==> src/verilog/uac_pkg.sv <==
// Package with register map, field positions and constants of the alternate control block
package uac_pkg;
	localparam logic [7:0] ALT_CSR_OFFSET = 8'h2C;
	localparam logic [7:0] FUNSEL_OFFSET = 8'h30;
	localparam logic [7:0] FSR_OFFSET = 8'h1C;
	localparam logic [7:0] IEN_OFFSET = 8'h04;
	localparam logic [7:0] BAUD_OFFSET = 8'h24;
	localparam logic [31:0] ALT_CSR_RESET = 32'h0000_000C;
	localparam int ADDR_MATCH_LSB = 24;
	localparam int SPAN_LSB = 19;
	localparam int AB_EN_BIT = 18;
	localparam int AB_FLAG_BIT = 17;
	localparam int ADDR_DET_BIT = 15;
	localparam int AUTO_DIR_BIT = 10;
	localparam int AUTO_ADDR_BIT = 9;
	localparam int MULTIDROP_BIT = 8;
	localparam int LIN_TX_BIT = 7;
	localparam int LIN_RX_BIT = 6;
	localparam int AB_TIMEOUT_BIT = 2;
	localparam int AB_DONE_BIT = 1;
	localparam int AB_IRQ_EN_BIT = 18;
	localparam int CHANNEL_INDEX = 0;
	localparam logic [15:0] BAUD_RESET = 16'h0000;
	localparam logic [3:0] OVERSAMPLE = 4'h4;
	typedef enum logic [1:0] {FUN_UART, FUN_LIN, FUN_IRDA, FUN_RS485} uac_fun_t;
endpackage : uac_pkg

==> src/verilog/uac_sync_if.sv <==
// Interface carrying the synchronised serial input between modules
`timescale 1ns/1ns
interface uac_sync_if;
	logic rx;
	modport src (output rx);
	modport dst (input rx);
endinterface : uac_sync_if

==> src/verilog/uac_sync.sv <==
// Two flip-flop synchroniser for the serial receive pin
`timescale 1ns/1ns
module uac_sync (
	input wire logic clk_i,
	input wire logic reset_n_i,
	input wire logic d_i,
	uac_sync_if.src out
);
	logic meta_reg;
	logic stable_reg;
	always_ff @(posedge clk_i or negedge reset_n_i) begin
		if (!reset_n_i) begin
			meta_reg <= 1'b1;
			stable_reg <= 1'b1;
		end else begin
			meta_reg <= d_i;
			stable_reg <= meta_reg;
		end
	end
	assign out.rx = stable_reg;
endmodule : uac_sync

==> src/verilog/uac_top.sv <==
// Alternate control and status logic for one serial channel
`timescale 1ns/1ns
module uac_top import uac_pkg::*; (
	input wire logic CLK_SYS_I,
	input wire logic RESET_N_I,
	input wire logic PSEL_I,
	input wire logic PENABLE_I,
	input wire logic PWRITE_I,
	input wire logic [7:0] PADDR_I,
	input wire logic [31:0] PWDATA_I,
	output logic [31:0] PRDATA_O,
	output logic PREADY_O,
	output logic PSLVERR_O,
	input wire logic RXD_I,
	input wire logic BIT_TICK_I,
	output logic TXD_O,
	output logic LIN_RX_ENABLE_O,
	output logic RS485_ADDR_DETECT_O,
	output logic RS485_AUTO_ADDR_O,
	output logic RS485_MULTIDROP_O,
	output logic RS485_AUTO_DIR_O,
	output logic [7:0] ADDR_MATCH_O,
	output logic [15:0] BAUD_DIVIDER_O,
	output logic IRQ_O
);
	localparam bit HAS_RS485 = (CHANNEL_INDEX < 2);
	localparam bit HAS_LIN = (CHANNEL_INDEX < 3);
	// As wide as the divider: at span 0 a count that overflows could not be loaded anyway
	localparam int AB_CNT_W = 16;

	uac_sync_if rx_if ();
	uac_sync u_sync (
		.clk_i(CLK_SYS_I),
		.reset_n_i(RESET_N_I),
		.d_i(RXD_I),
		.out(rx_if)
	);

	typedef enum {AB_IDLE, AB_WAIT_START, AB_MEASURE} uac_ab_state_t;

	// Register state
	logic [7:0] addr_match_reg, addr_match_next;
	logic [1:0] span_reg, span_next;
	logic ab_en_reg, ab_en_next;
	logic ab_done_reg, ab_done_next;
	logic ab_timeout_reg, ab_timeout_next;
	logic addr_det_reg, addr_det_next;
	logic auto_dir_reg, auto_dir_next;
	logic auto_addr_reg, auto_addr_next;
	logic multidrop_reg, multidrop_next;
	logic lin_tx_reg, lin_tx_next;
	logic lin_rx_reg, lin_rx_next;
	logic [3:0] brk_len_reg, brk_len_next;
	logic [1:0] fun_reg, fun_next;
	logic ab_irq_en_reg, ab_irq_en_next;
	logic [15:0] baud_reg, baud_next;
	logic [31:0] prdata_reg, prdata_next;
	logic pready_reg, pready_next;
	logic pslverr_reg, pslverr_next;
	logic irq_reg, irq_next;
	logic txd_reg, txd_next;
	// Auto-baud measurement
	uac_ab_state_t ab_state_reg, ab_state_next;
	logic [AB_CNT_W-1:0] ab_cnt_reg, ab_cnt_next;
	logic rx_prev_reg, rx_prev_next;
	// Break transmitter
	logic [4:0] brk_cnt_reg, brk_cnt_next;
	logic brk_busy_reg, brk_busy_next;

	function automatic logic [2:0] span_shift(input logic [1:0] sel);
		case (sel)
			2'b00: span_shift = 3'd0;
			2'b01: span_shift = 3'd1;
			2'b10: span_shift = 3'd2;
			default: span_shift = 3'd3;
		endcase
	endfunction : span_shift

	function automatic logic [31:0] alt_word(input logic [7:0] am, input logic [1:0] sp,
			input logic en, input logic fl, input logic ad, input logic dir,
			input logic aa, input logic md, input logic tx, input logic rx,
			input logic [3:0] bl);
		alt_word = {am, 3'b000, sp, en, fl, 1'b0, ad, 4'b0000, dir, aa, md, tx, rx,
			2'b00, bl};
	endfunction : alt_word

	logic setup_ok;
	logic wr_en;
	logic rd_en;
	logic ab_finish;
	logic ab_overflow;
	logic brk_finish;
	logic ab_flag;
	logic rx_rise;
	logic rx_fall;
	logic [AB_CNT_W-1:0] ab_per_bit;

	assign ab_flag = ab_done_reg | ab_timeout_reg;
	assign rx_rise = rx_if.rx & ~rx_prev_reg;
	assign rx_fall = ~rx_if.rx & rx_prev_reg;

	// Auto-baud measurement machine
	always_comb begin
		ab_state_next = ab_state_reg;
		ab_cnt_next = ab_cnt_reg;
		rx_prev_next = rx_if.rx;
		ab_finish = 1'b0;
		ab_overflow = 1'b0;
		// Count spans from start bit to first rising edge, start bit included
		ab_per_bit = ab_cnt_reg >> span_shift(span_reg);
		case (ab_state_reg)
			AB_IDLE: begin
				if (ab_en_reg) begin
					ab_state_next = AB_WAIT_START;
				end
			end
			AB_WAIT_START: begin
				ab_cnt_next = '0;
				if (!ab_en_reg) begin
					ab_state_next = AB_IDLE;
				end else if (rx_fall) begin
					ab_state_next = AB_MEASURE;
					ab_cnt_next = AB_CNT_W'(1);
				end
			end
			AB_MEASURE: begin
				if (!ab_en_reg) begin
					ab_state_next = AB_IDLE;
				end else if (rx_rise) begin
					ab_finish = 1'b1;
					ab_state_next = AB_IDLE;
				end else if (&ab_cnt_reg) begin
					ab_overflow = 1'b1;
					ab_state_next = AB_IDLE;
				end else begin
					ab_cnt_next = ab_cnt_reg + AB_CNT_W'(1);
				end
			end
			default: ab_state_next = AB_IDLE;
		endcase
	end

	always_ff @(posedge CLK_SYS_I or negedge RESET_N_I) begin
		if (!RESET_N_I) begin
			ab_state_reg <= AB_IDLE;
			ab_cnt_reg <= '0;
			rx_prev_reg <= 1'b1;
		end else begin
			ab_state_reg <= ab_state_next;
			ab_cnt_reg <= ab_cnt_next;
			rx_prev_reg <= rx_prev_next;
		end
	end

	// Break transmitter: holds the line low until the length-plus-one-th bit tick
	always_comb begin
		brk_busy_next = brk_busy_reg;
		brk_cnt_next = brk_cnt_reg;
		txd_next = 1'b1;
		brk_finish = 1'b0;
		if (!brk_busy_reg) begin
			if (lin_tx_reg && fun_reg == FUN_LIN) begin
				brk_busy_next = 1'b1;
				brk_cnt_next = {1'b0, brk_len_reg} + 5'd1;
				txd_next = 1'b0;
			end
		end else begin
			txd_next = 1'b0;
			if (BIT_TICK_I) begin
				if (brk_cnt_reg == 5'd1) begin
					brk_busy_next = 1'b0;
					brk_finish = 1'b1;
					txd_next = 1'b1;
				end
				brk_cnt_next = brk_cnt_reg - 5'd1;
			end
		end
	end

	always_ff @(posedge CLK_SYS_I or negedge RESET_N_I) begin
		if (!RESET_N_I) begin
			brk_busy_reg <= 1'b0;
			brk_cnt_reg <= '0;
			txd_reg <= 1'b1;
		end else begin
			brk_busy_reg <= brk_busy_next;
			brk_cnt_reg <= brk_cnt_next;
			txd_reg <= txd_next;
		end
	end

	// Register file and bus slave
	assign setup_ok = PSEL_I & PENABLE_I & pready_reg;
	assign wr_en = setup_ok & PWRITE_I;
	assign rd_en = PSEL_I & ~PENABLE_I & ~PWRITE_I;

	always_comb begin
		addr_match_next = addr_match_reg;
		span_next = span_reg;
		ab_en_next = ab_en_reg;
		ab_done_next = ab_done_reg;
		ab_timeout_next = ab_timeout_reg;
		addr_det_next = addr_det_reg;
		auto_dir_next = auto_dir_reg;
		auto_addr_next = auto_addr_reg;
		multidrop_next = multidrop_reg;
		lin_tx_next = lin_tx_reg;
		lin_rx_next = lin_rx_reg;
		brk_len_next = brk_len_reg;
		fun_next = fun_reg;
		ab_irq_en_next = ab_irq_en_reg;
		baud_next = baud_reg;
		prdata_next = prdata_reg;
		pslverr_next = 1'b0;
		// Answer one cycle after setup: access phase always sees pready high
		pready_next = PSEL_I & ~PENABLE_I;
		if (rd_en) begin
			case (PADDR_I)
				ALT_CSR_OFFSET: prdata_next = alt_word(addr_match_reg, span_reg, ab_en_reg,
					ab_flag, addr_det_reg, auto_dir_reg, auto_addr_reg, multidrop_reg,
					lin_tx_reg, lin_rx_reg, brk_len_reg);
				FUNSEL_OFFSET: prdata_next = {30'h0000_0000, fun_reg};
				FSR_OFFSET: prdata_next = 32'(ab_timeout_reg) << AB_TIMEOUT_BIT |
					32'(ab_done_reg) << AB_DONE_BIT;
				IEN_OFFSET: prdata_next = 32'(ab_irq_en_reg) << AB_IRQ_EN_BIT;
				BAUD_OFFSET: prdata_next = {16'h0000, baud_reg};
				default: prdata_next = 32'h0000_0000;
			endcase
		end
		if (PSEL_I & ~PENABLE_I) begin
			case (PADDR_I)
				ALT_CSR_OFFSET, FUNSEL_OFFSET, FSR_OFFSET, IEN_OFFSET, BAUD_OFFSET:
					pslverr_next = 1'b0;
				default: pslverr_next = 1'b1;
			endcase
		end
		if (wr_en) begin
			case (PADDR_I)
				ALT_CSR_OFFSET: begin
					if (HAS_RS485) begin
						addr_match_next = PWDATA_I[ADDR_MATCH_LSB +: 8];
						addr_det_next = PWDATA_I[ADDR_DET_BIT];
						auto_dir_next = PWDATA_I[AUTO_DIR_BIT];
						auto_addr_next = PWDATA_I[AUTO_ADDR_BIT];
						multidrop_next = PWDATA_I[MULTIDROP_BIT];
					end
					span_next = PWDATA_I[SPAN_LSB +: 2];
					ab_en_next = PWDATA_I[AB_EN_BIT];
					if (HAS_LIN) begin
						lin_tx_next = PWDATA_I[LIN_TX_BIT];
						lin_rx_next = PWDATA_I[LIN_RX_BIT];
						brk_len_next = PWDATA_I[3:0];
					end
				end
				FUNSEL_OFFSET: fun_next = PWDATA_I[1:0];
				FSR_OFFSET: begin
					if (PWDATA_I[AB_TIMEOUT_BIT]) begin
						ab_timeout_next = 1'b0;
					end
					if (PWDATA_I[AB_DONE_BIT]) begin
						ab_done_next = 1'b0;
					end
				end
				IEN_OFFSET: ab_irq_en_next = PWDATA_I[AB_IRQ_EN_BIT];
				BAUD_OFFSET: baud_next = PWDATA_I[15:0];
				default: ;
			endcase
		end
		// Hardware events win over a simultaneous software write
		if (ab_finish) begin
			ab_done_next = 1'b1;
			ab_en_next = 1'b0;
			baud_next = ab_per_bit[15:0];
		end
		if (ab_overflow) begin
			ab_timeout_next = 1'b1;
			ab_en_next = 1'b0;
		end
		if (brk_finish) begin
			lin_tx_next = 1'b0;
		end
		irq_next = (ab_done_next | ab_timeout_next) & ab_irq_en_next;
	end

	always_ff @(posedge CLK_SYS_I or negedge RESET_N_I) begin
		if (!RESET_N_I) begin
			addr_match_reg <= ALT_CSR_RESET[31:24];
			span_reg <= ALT_CSR_RESET[20:19];
			ab_en_reg <= 1'b0;
			ab_done_reg <= 1'b0;
			ab_timeout_reg <= 1'b0;
			addr_det_reg <= 1'b0;
			auto_dir_reg <= 1'b0;
			auto_addr_reg <= 1'b0;
			multidrop_reg <= 1'b0;
			lin_tx_reg <= 1'b0;
			lin_rx_reg <= 1'b0;
			brk_len_reg <= ALT_CSR_RESET[3:0];
			fun_reg <= FUN_UART;
			ab_irq_en_reg <= 1'b0;
			baud_reg <= BAUD_RESET;
			prdata_reg <= 32'h0000_0000;
			pready_reg <= 1'b0;
			pslverr_reg <= 1'b0;
			irq_reg <= 1'b0;
		end else begin
			addr_match_reg <= addr_match_next;
			span_reg <= span_next;
			ab_en_reg <= ab_en_next;
			ab_done_reg <= ab_done_next;
			ab_timeout_reg <= ab_timeout_next;
			addr_det_reg <= addr_det_next;
			auto_dir_reg <= auto_dir_next;
			auto_addr_reg <= auto_addr_next;
			multidrop_reg <= multidrop_next;
			lin_tx_reg <= lin_tx_next;
			lin_rx_reg <= lin_rx_next;
			brk_len_reg <= brk_len_next;
			fun_reg <= fun_next;
			ab_irq_en_reg <= ab_irq_en_next;
			baud_reg <= baud_next;
			prdata_reg <= prdata_next;
			pready_reg <= pready_next;
			pslverr_reg <= pslverr_next;
			irq_reg <= irq_next;
		end
	end

	// Mode outputs are gated by the function selected in fun_reg; registered for clean pins
	logic rs485_sel;
	assign rs485_sel = (fun_reg == FUN_RS485);
	logic [4:0] mode_reg;
	always_ff @(posedge CLK_SYS_I or negedge RESET_N_I) begin
		if (!RESET_N_I) begin
			mode_reg <= '0;
		end else begin
			// Auto-address and multidrop are assumed exclusive by software
			mode_reg <= {lin_rx_reg & (fun_reg == FUN_LIN), addr_det_reg & rs485_sel,
				auto_addr_reg & rs485_sel, multidrop_reg & rs485_sel,
				auto_dir_reg & rs485_sel};
		end
	end

	assign PRDATA_O = prdata_reg;
	assign PREADY_O = pready_reg;
	assign PSLVERR_O = pslverr_reg;
	assign TXD_O = txd_reg;
	assign IRQ_O = irq_reg;
	assign LIN_RX_ENABLE_O = mode_reg[4];
	assign RS485_ADDR_DETECT_O = mode_reg[3];
	assign RS485_AUTO_ADDR_O = mode_reg[2];
	assign RS485_MULTIDROP_O = mode_reg[1];
	assign RS485_AUTO_DIR_O = mode_reg[0];
	assign ADDR_MATCH_O = addr_match_reg;
	assign BAUD_DIVIDER_O = baud_reg;

	property p_ab_clear;
		@(posedge CLK_SYS_I) disable iff (!RESET_N_I)
		ab_finish |=> !ab_en_reg && ab_done_reg;
	endproperty
	a_ab_clear: assert property (p_ab_clear) else $error("enable not cleared");

	property p_irq;
		@(posedge CLK_SYS_I) disable iff (!RESET_N_I)
		IRQ_O == (ab_flag && ab_irq_en_reg);
	endproperty
	a_irq: assert property (p_irq) else $error("interrupt missing");

	property p_timeout;
		@(posedge CLK_SYS_I) disable iff (!RESET_N_I)
		ab_overflow |=> ab_timeout_reg && $stable(baud_reg);
	endproperty
	a_timeout: assert property (p_timeout) else $error("overflow handling wrong");

	property p_divider;
		@(posedge CLK_SYS_I) disable iff (!RESET_N_I)
		ab_finish |=> baud_reg == $past(ab_per_bit);
	endproperty
	a_divider: assert property (p_divider) else $error("divider not loaded");

	property p_break_len;
		@(posedge CLK_SYS_I) disable iff (!RESET_N_I)
		(!brk_busy_reg && brk_busy_next) |=> brk_cnt_reg == {1'b0, $past(brk_len_reg)} + 5'd1;
	endproperty
	a_break_len: assert property (p_break_len) else $error("break length wrong");

	property p_break_clear;
		@(posedge CLK_SYS_I) disable iff (!RESET_N_I)
		brk_finish |=> !lin_tx_reg && TXD_O;
	endproperty
	a_break_clear: assert property (p_break_clear) else $error("break not ended");

	property p_break_low;
		@(posedge CLK_SYS_I) disable iff (!RESET_N_I)
		brk_busy_reg |-> !TXD_O;
	endproperty
	a_break_low: assert property (p_break_low) else $error("line not low");

	property p_lin_rx;
		@(posedge CLK_SYS_I) disable iff (!RESET_N_I)
		(lin_rx_reg && fun_reg == FUN_LIN) |=> LIN_RX_ENABLE_O;
	endproperty
	a_lin_rx: assert property (p_lin_rx) else $error("lin receive not enabled");

	property p_rs485;
		@(posedge CLK_SYS_I) disable iff (!RESET_N_I)
		(fun_reg != FUN_RS485) |=> !RS485_ADDR_DETECT_O && !RS485_AUTO_DIR_O;
	endproperty
	a_rs485: assert property (p_rs485) else $error("rs485 active outside mode");
endmodule : uac_top
==> config.mk <==
export PLATFORM = sky130hd
export DESIGN_NAME = uac_top
export DESIGN_NICKNAME = d
export VERILOG_FILES = /design/src/verilog/uac_pkg.sv /design/src/verilog/uac_sync_if.sv /design/src/verilog/uac_sync.sv /design/src/verilog/uac_top.sv
export SDC_FILE = /design/constraint.sdc
export NUM_CORES = 1
export LEC_CHECK = 0
export ABC_AREA = 1
export ABC_CLOCK_PERIOD_IN_PS = 1400
export BUFFER_PORTS_ARGS = -buffer_cell sky130_fd_sc_hd__buf_2
export CAP_MARGIN = 20
export CORE_MARGIN = 3
export CORE_UTILIZATION = 45
export DETAILED_ROUTE_END_ITERATION = 8
export PLACE_DENSITY = 0.7
export SLEW_MARGIN = 20
export SYNTH_ARGS = -nofsm -noshare
export SYNTH_HDL_FRONTEND = slang
export SYNTH_SLANG_ARGS = --single-unit
==> constraint.sdc <==
create_clock -name CLK_SYS_I -period 1.4 [get_ports CLK_SYS_I]
set_input_delay 0.21 -clock CLK_SYS_I [delete_from_list [all_inputs] [get_ports CLK_SYS_I]]
set_output_delay 0.21 -clock CLK_SYS_I [all_outputs]
set_load 0.02 [all_outputs]
==> results by group <==
Synthesis
  • Post-Synthesis Cell Area: 5500 um2
  • Post-synthesis compound-gate area fraction: 0.09463
  • EDFF count, synth: 0
  • Largest family of logic cells by synthesized area: simple AND/OR/NAND/NOR gates
  • Simple-gate portion of the synthesized area: 0.3178
  • Yosys reg bits: 106
  • Sequential-to-total area share from yosys stat: 0.4836
  • Syn Inst Count: 729
  • Netlist cell types: 35
  • Xor and xnor area share after synthesis: 0.01911
  • Mux cell area share after synthesis: 0
  • Synth warn: 0
  • Main synth FF type: dfrtp_1
  • Asr flop ratio synth: 1.000
  • Post-synthesis adder-cell area fraction: 0.009099
  • Mean Syn Cell Area: 7.545 um2

Final layout
  • Net count reported at finish: 955
  • Antenna diodes: 0
  • Share of cells above drive strength 1: 0.3124
  • Fill count: 1003
  • Area growth syn-to-layout: 34.78%
  • Post-layout util: 0.6357
  • Largest register FFs: 28
  • Most common cell after layout, fill and taps aside: nand2_1
  • Most frequent cells in the layout: nand2_1 (266), buf_2 (101), dfrtp_1 (99)

Drt
  • Post-Route WL: 16.40 mm
  • Routed length per placed instance: 15.59 um
  • Antenna viol nets, final: 0
  • DRC Markers: 0
  • Iter 0 DRT Violations: 381
  • Via Count: 5410
  • DRT Pass-1 Iters: 5
  • Via-to-Cell Ratio: 5.143

Die
  • Starting density of the core: 0.4716
  • Die Y: 116.6 um
  • # IOs: 112
  • Core ar.: 11660 um2
  • Die width: 116.6 um
  • FP Rows: 39
  • Die area: 13590 um2

Clocking
  • Clk slew on worst S/H paths: 70 ps
  • Clock root buffer master: clkbuf_16
  • H-tree Lvls: 3
  • CTS tree: done
  • Clock Path Buffers: 2
  • CTS buffer count: 9
  • Clock sinks: 106
  • Worst skew pair latency: 360 ps

Setup path
  • Worst path required time: 1650 ps
  • CP Launch Type: flop
  • R2r worst-path depth: 7
  • WS Path Type: reg -> reg
  • Crit path max fanout: 7
  • Worst EP arrival: 1760 ps
  • CP endpoint kind: flop

Pwr
  • PwrDens: 847.6 nW/um2
  • Pleak: 3.908 nW
  • VDD IR max: 0.7063 mV

Placed design
  • Final GP Congestion: 0.8615
  • Post-DP HPWL: 11.63 mm
  • Buffers added on ports: 102

Global route
  • Largest net degree at the start of global routing: 32
  • Gr busiest metal: met2
  • GR Layer Usage met2: 0.4161
  • Met3 Use GR: 0.05596
  • Initial antenna violation count: 0
  • Number of global-route vias before repair: 5223
  • First-pass GRT wire length: 25.44 mm
  • Total grt overflow: 0
  • Met1 Use GR: 0.2945
  • Gr usage total: 0.2413

STA
  • Final Hold Viols: 0
  • RSZ-0062 raised after global routing: yes
  • Crit share post-route: 1.072
  • Fmax: 666.2 MHz
  • Post-route minimum period: 1501 ps
  • Final setup vio count: 30
  • Setup tns final: -2442 ps
  • Setup Skew: 4.480 ps
  • Setup WS post-layout: -101.0 ps
  • Slew Viols, Final: 0

Min path
  • Hold path cells: 2
  • Min-Delay Path Class: in -> reg

Outcome
  • Failing checks: negative setup slack
  • Status: complete, but fails checks

Flow run
  • Max-cap violation count: 0
metal layers:
| layer | vias to the layer above | part of all wire | routed length [um] |
|---|---|---|---|
| met2 | 166 | 0.50 | 8281 |
| met3 | 34 | 0.050 | 813 |
| li1 | 2654 | - | - |
| met5 | - | 0 | 0 |
| met4 | 0 | 0.029 | 478 |
| met1 | 2556 | 0.42 | 6829 |
logic make-up (layout without fill, tap and decap cells):
logic type	Yosys count	after routing
other cells	1	4
flops	106	106
simple gates	414	417
xor+xnor	12	12
fa+ha+maj	4	4
compound gates	93	93
buf+inv	99	273
cells in the mapped netlist (all sizes together) (2+ instances only):
library cell | n | area (um2)
or2 | 3 | 18.77
dfrtp | 100 | 2502
o31ai | 3 | 22.52
o21ai | 74 | 389.1
nand3 | 50 | 250.2
ha | 4 | 50.05
o211ai | 5 | 37.54
buf | 15 | 97.59
dfstp | 6 | 157.7
nand2 | 292 | 1109
o22ai | 5 | 31.28
inv | 71 | 266.5
clkbuf | 12 | 45.04
a21oi | 2 | 10.01
xnor2 | 3 | 26.28
xor2 | 9 | 78.83
nand4 | 8 | 50.05
a31oi | 2 | 12.51
nor3 | 3 | 15.01
nor2 | 58 | 305.3
critical path: stages, from the launching register on:
cell        delay, ps
dfstp_2           550
nand2_2            70
nor2_4            180
inv_4              80
o21ai_4           120
clkinvlp_4        250
nand2_1           100
nand2_1            50
through the flow:
step           std cells  instance area, um2  hold slack, ps  power, W  worst slack (ps)
2_1_floorplan        732                5537          -85.59  0.003299            -101.9
3_3_place_gp        1011                6603           155.5  0.003502            -187.2
3_5_place_dp        1011                6603           161.1  0.003511            -342.4
4_1_cts             1049                7286           39.38  0.006315            -115.9
5_1_grt             1052                7413           51.87  0.006492            -183.9
6_report            1052                7413           43.51  0.006284            -101.0
path summary, 6_finish.rpt:
kind                                            from                        endpoint  slack [ps]
hold / removal                             PENABLE_I              PREADY_O$_DFF_PN0_          40
max in group asynchronous                  RESET_N_I           rx_prev_reg$_DFF_PN1_         530
min in group asynchronous                  RESET_N_I      brk_cnt_reg[4]$_DFFE_PN0P_         320
setup / recovery             u_sync.out.rx$_DFF_PN1_  BAUD_DIVIDER_O[11]$_DFFE_PN0P_        -100
setup reg to reg             u_sync.out.rx$_DFF_PN1_  BAUD_DIVIDER_O[11]$_DFFE_PN0P_        -100
hold reg to reg            u_sync.meta_reg$_DFF_PN1_         u_sync.out.rx$_DFF_PN1_         360
layout make-up:
class,instances,area (um2),area share
clock inverters,7,101.3,0.01367
multi-input cells,530,2666,0.3597
well taps,143,178.9,0.02414
clock buffers,9,225.2,0.03038
flip-flops and latches,106,2661,0.3590
inverters,72,281.5,0.03797
repair inverters,1,7.507,0.001013
repair buffers,184,1291,0.1742
timing repair:
action                                 CTS  global route
hold buffers                             2             0
buffers inserted                        15             7
resized for setup                       49            38
endpoints found under the hold margin   20             0
pin swaps                               33            25
setup endpoints to repair               34            40
gates cloned                             6             0
report_power, final:
part / switching [W] / internal, W
sequential: 0.0000167 / 0.00309
combinational: 0.000235 / 0.000135
clock: 0.00122 / 0.00158
No activity file was read; power rests on OpenSTA's default activity.
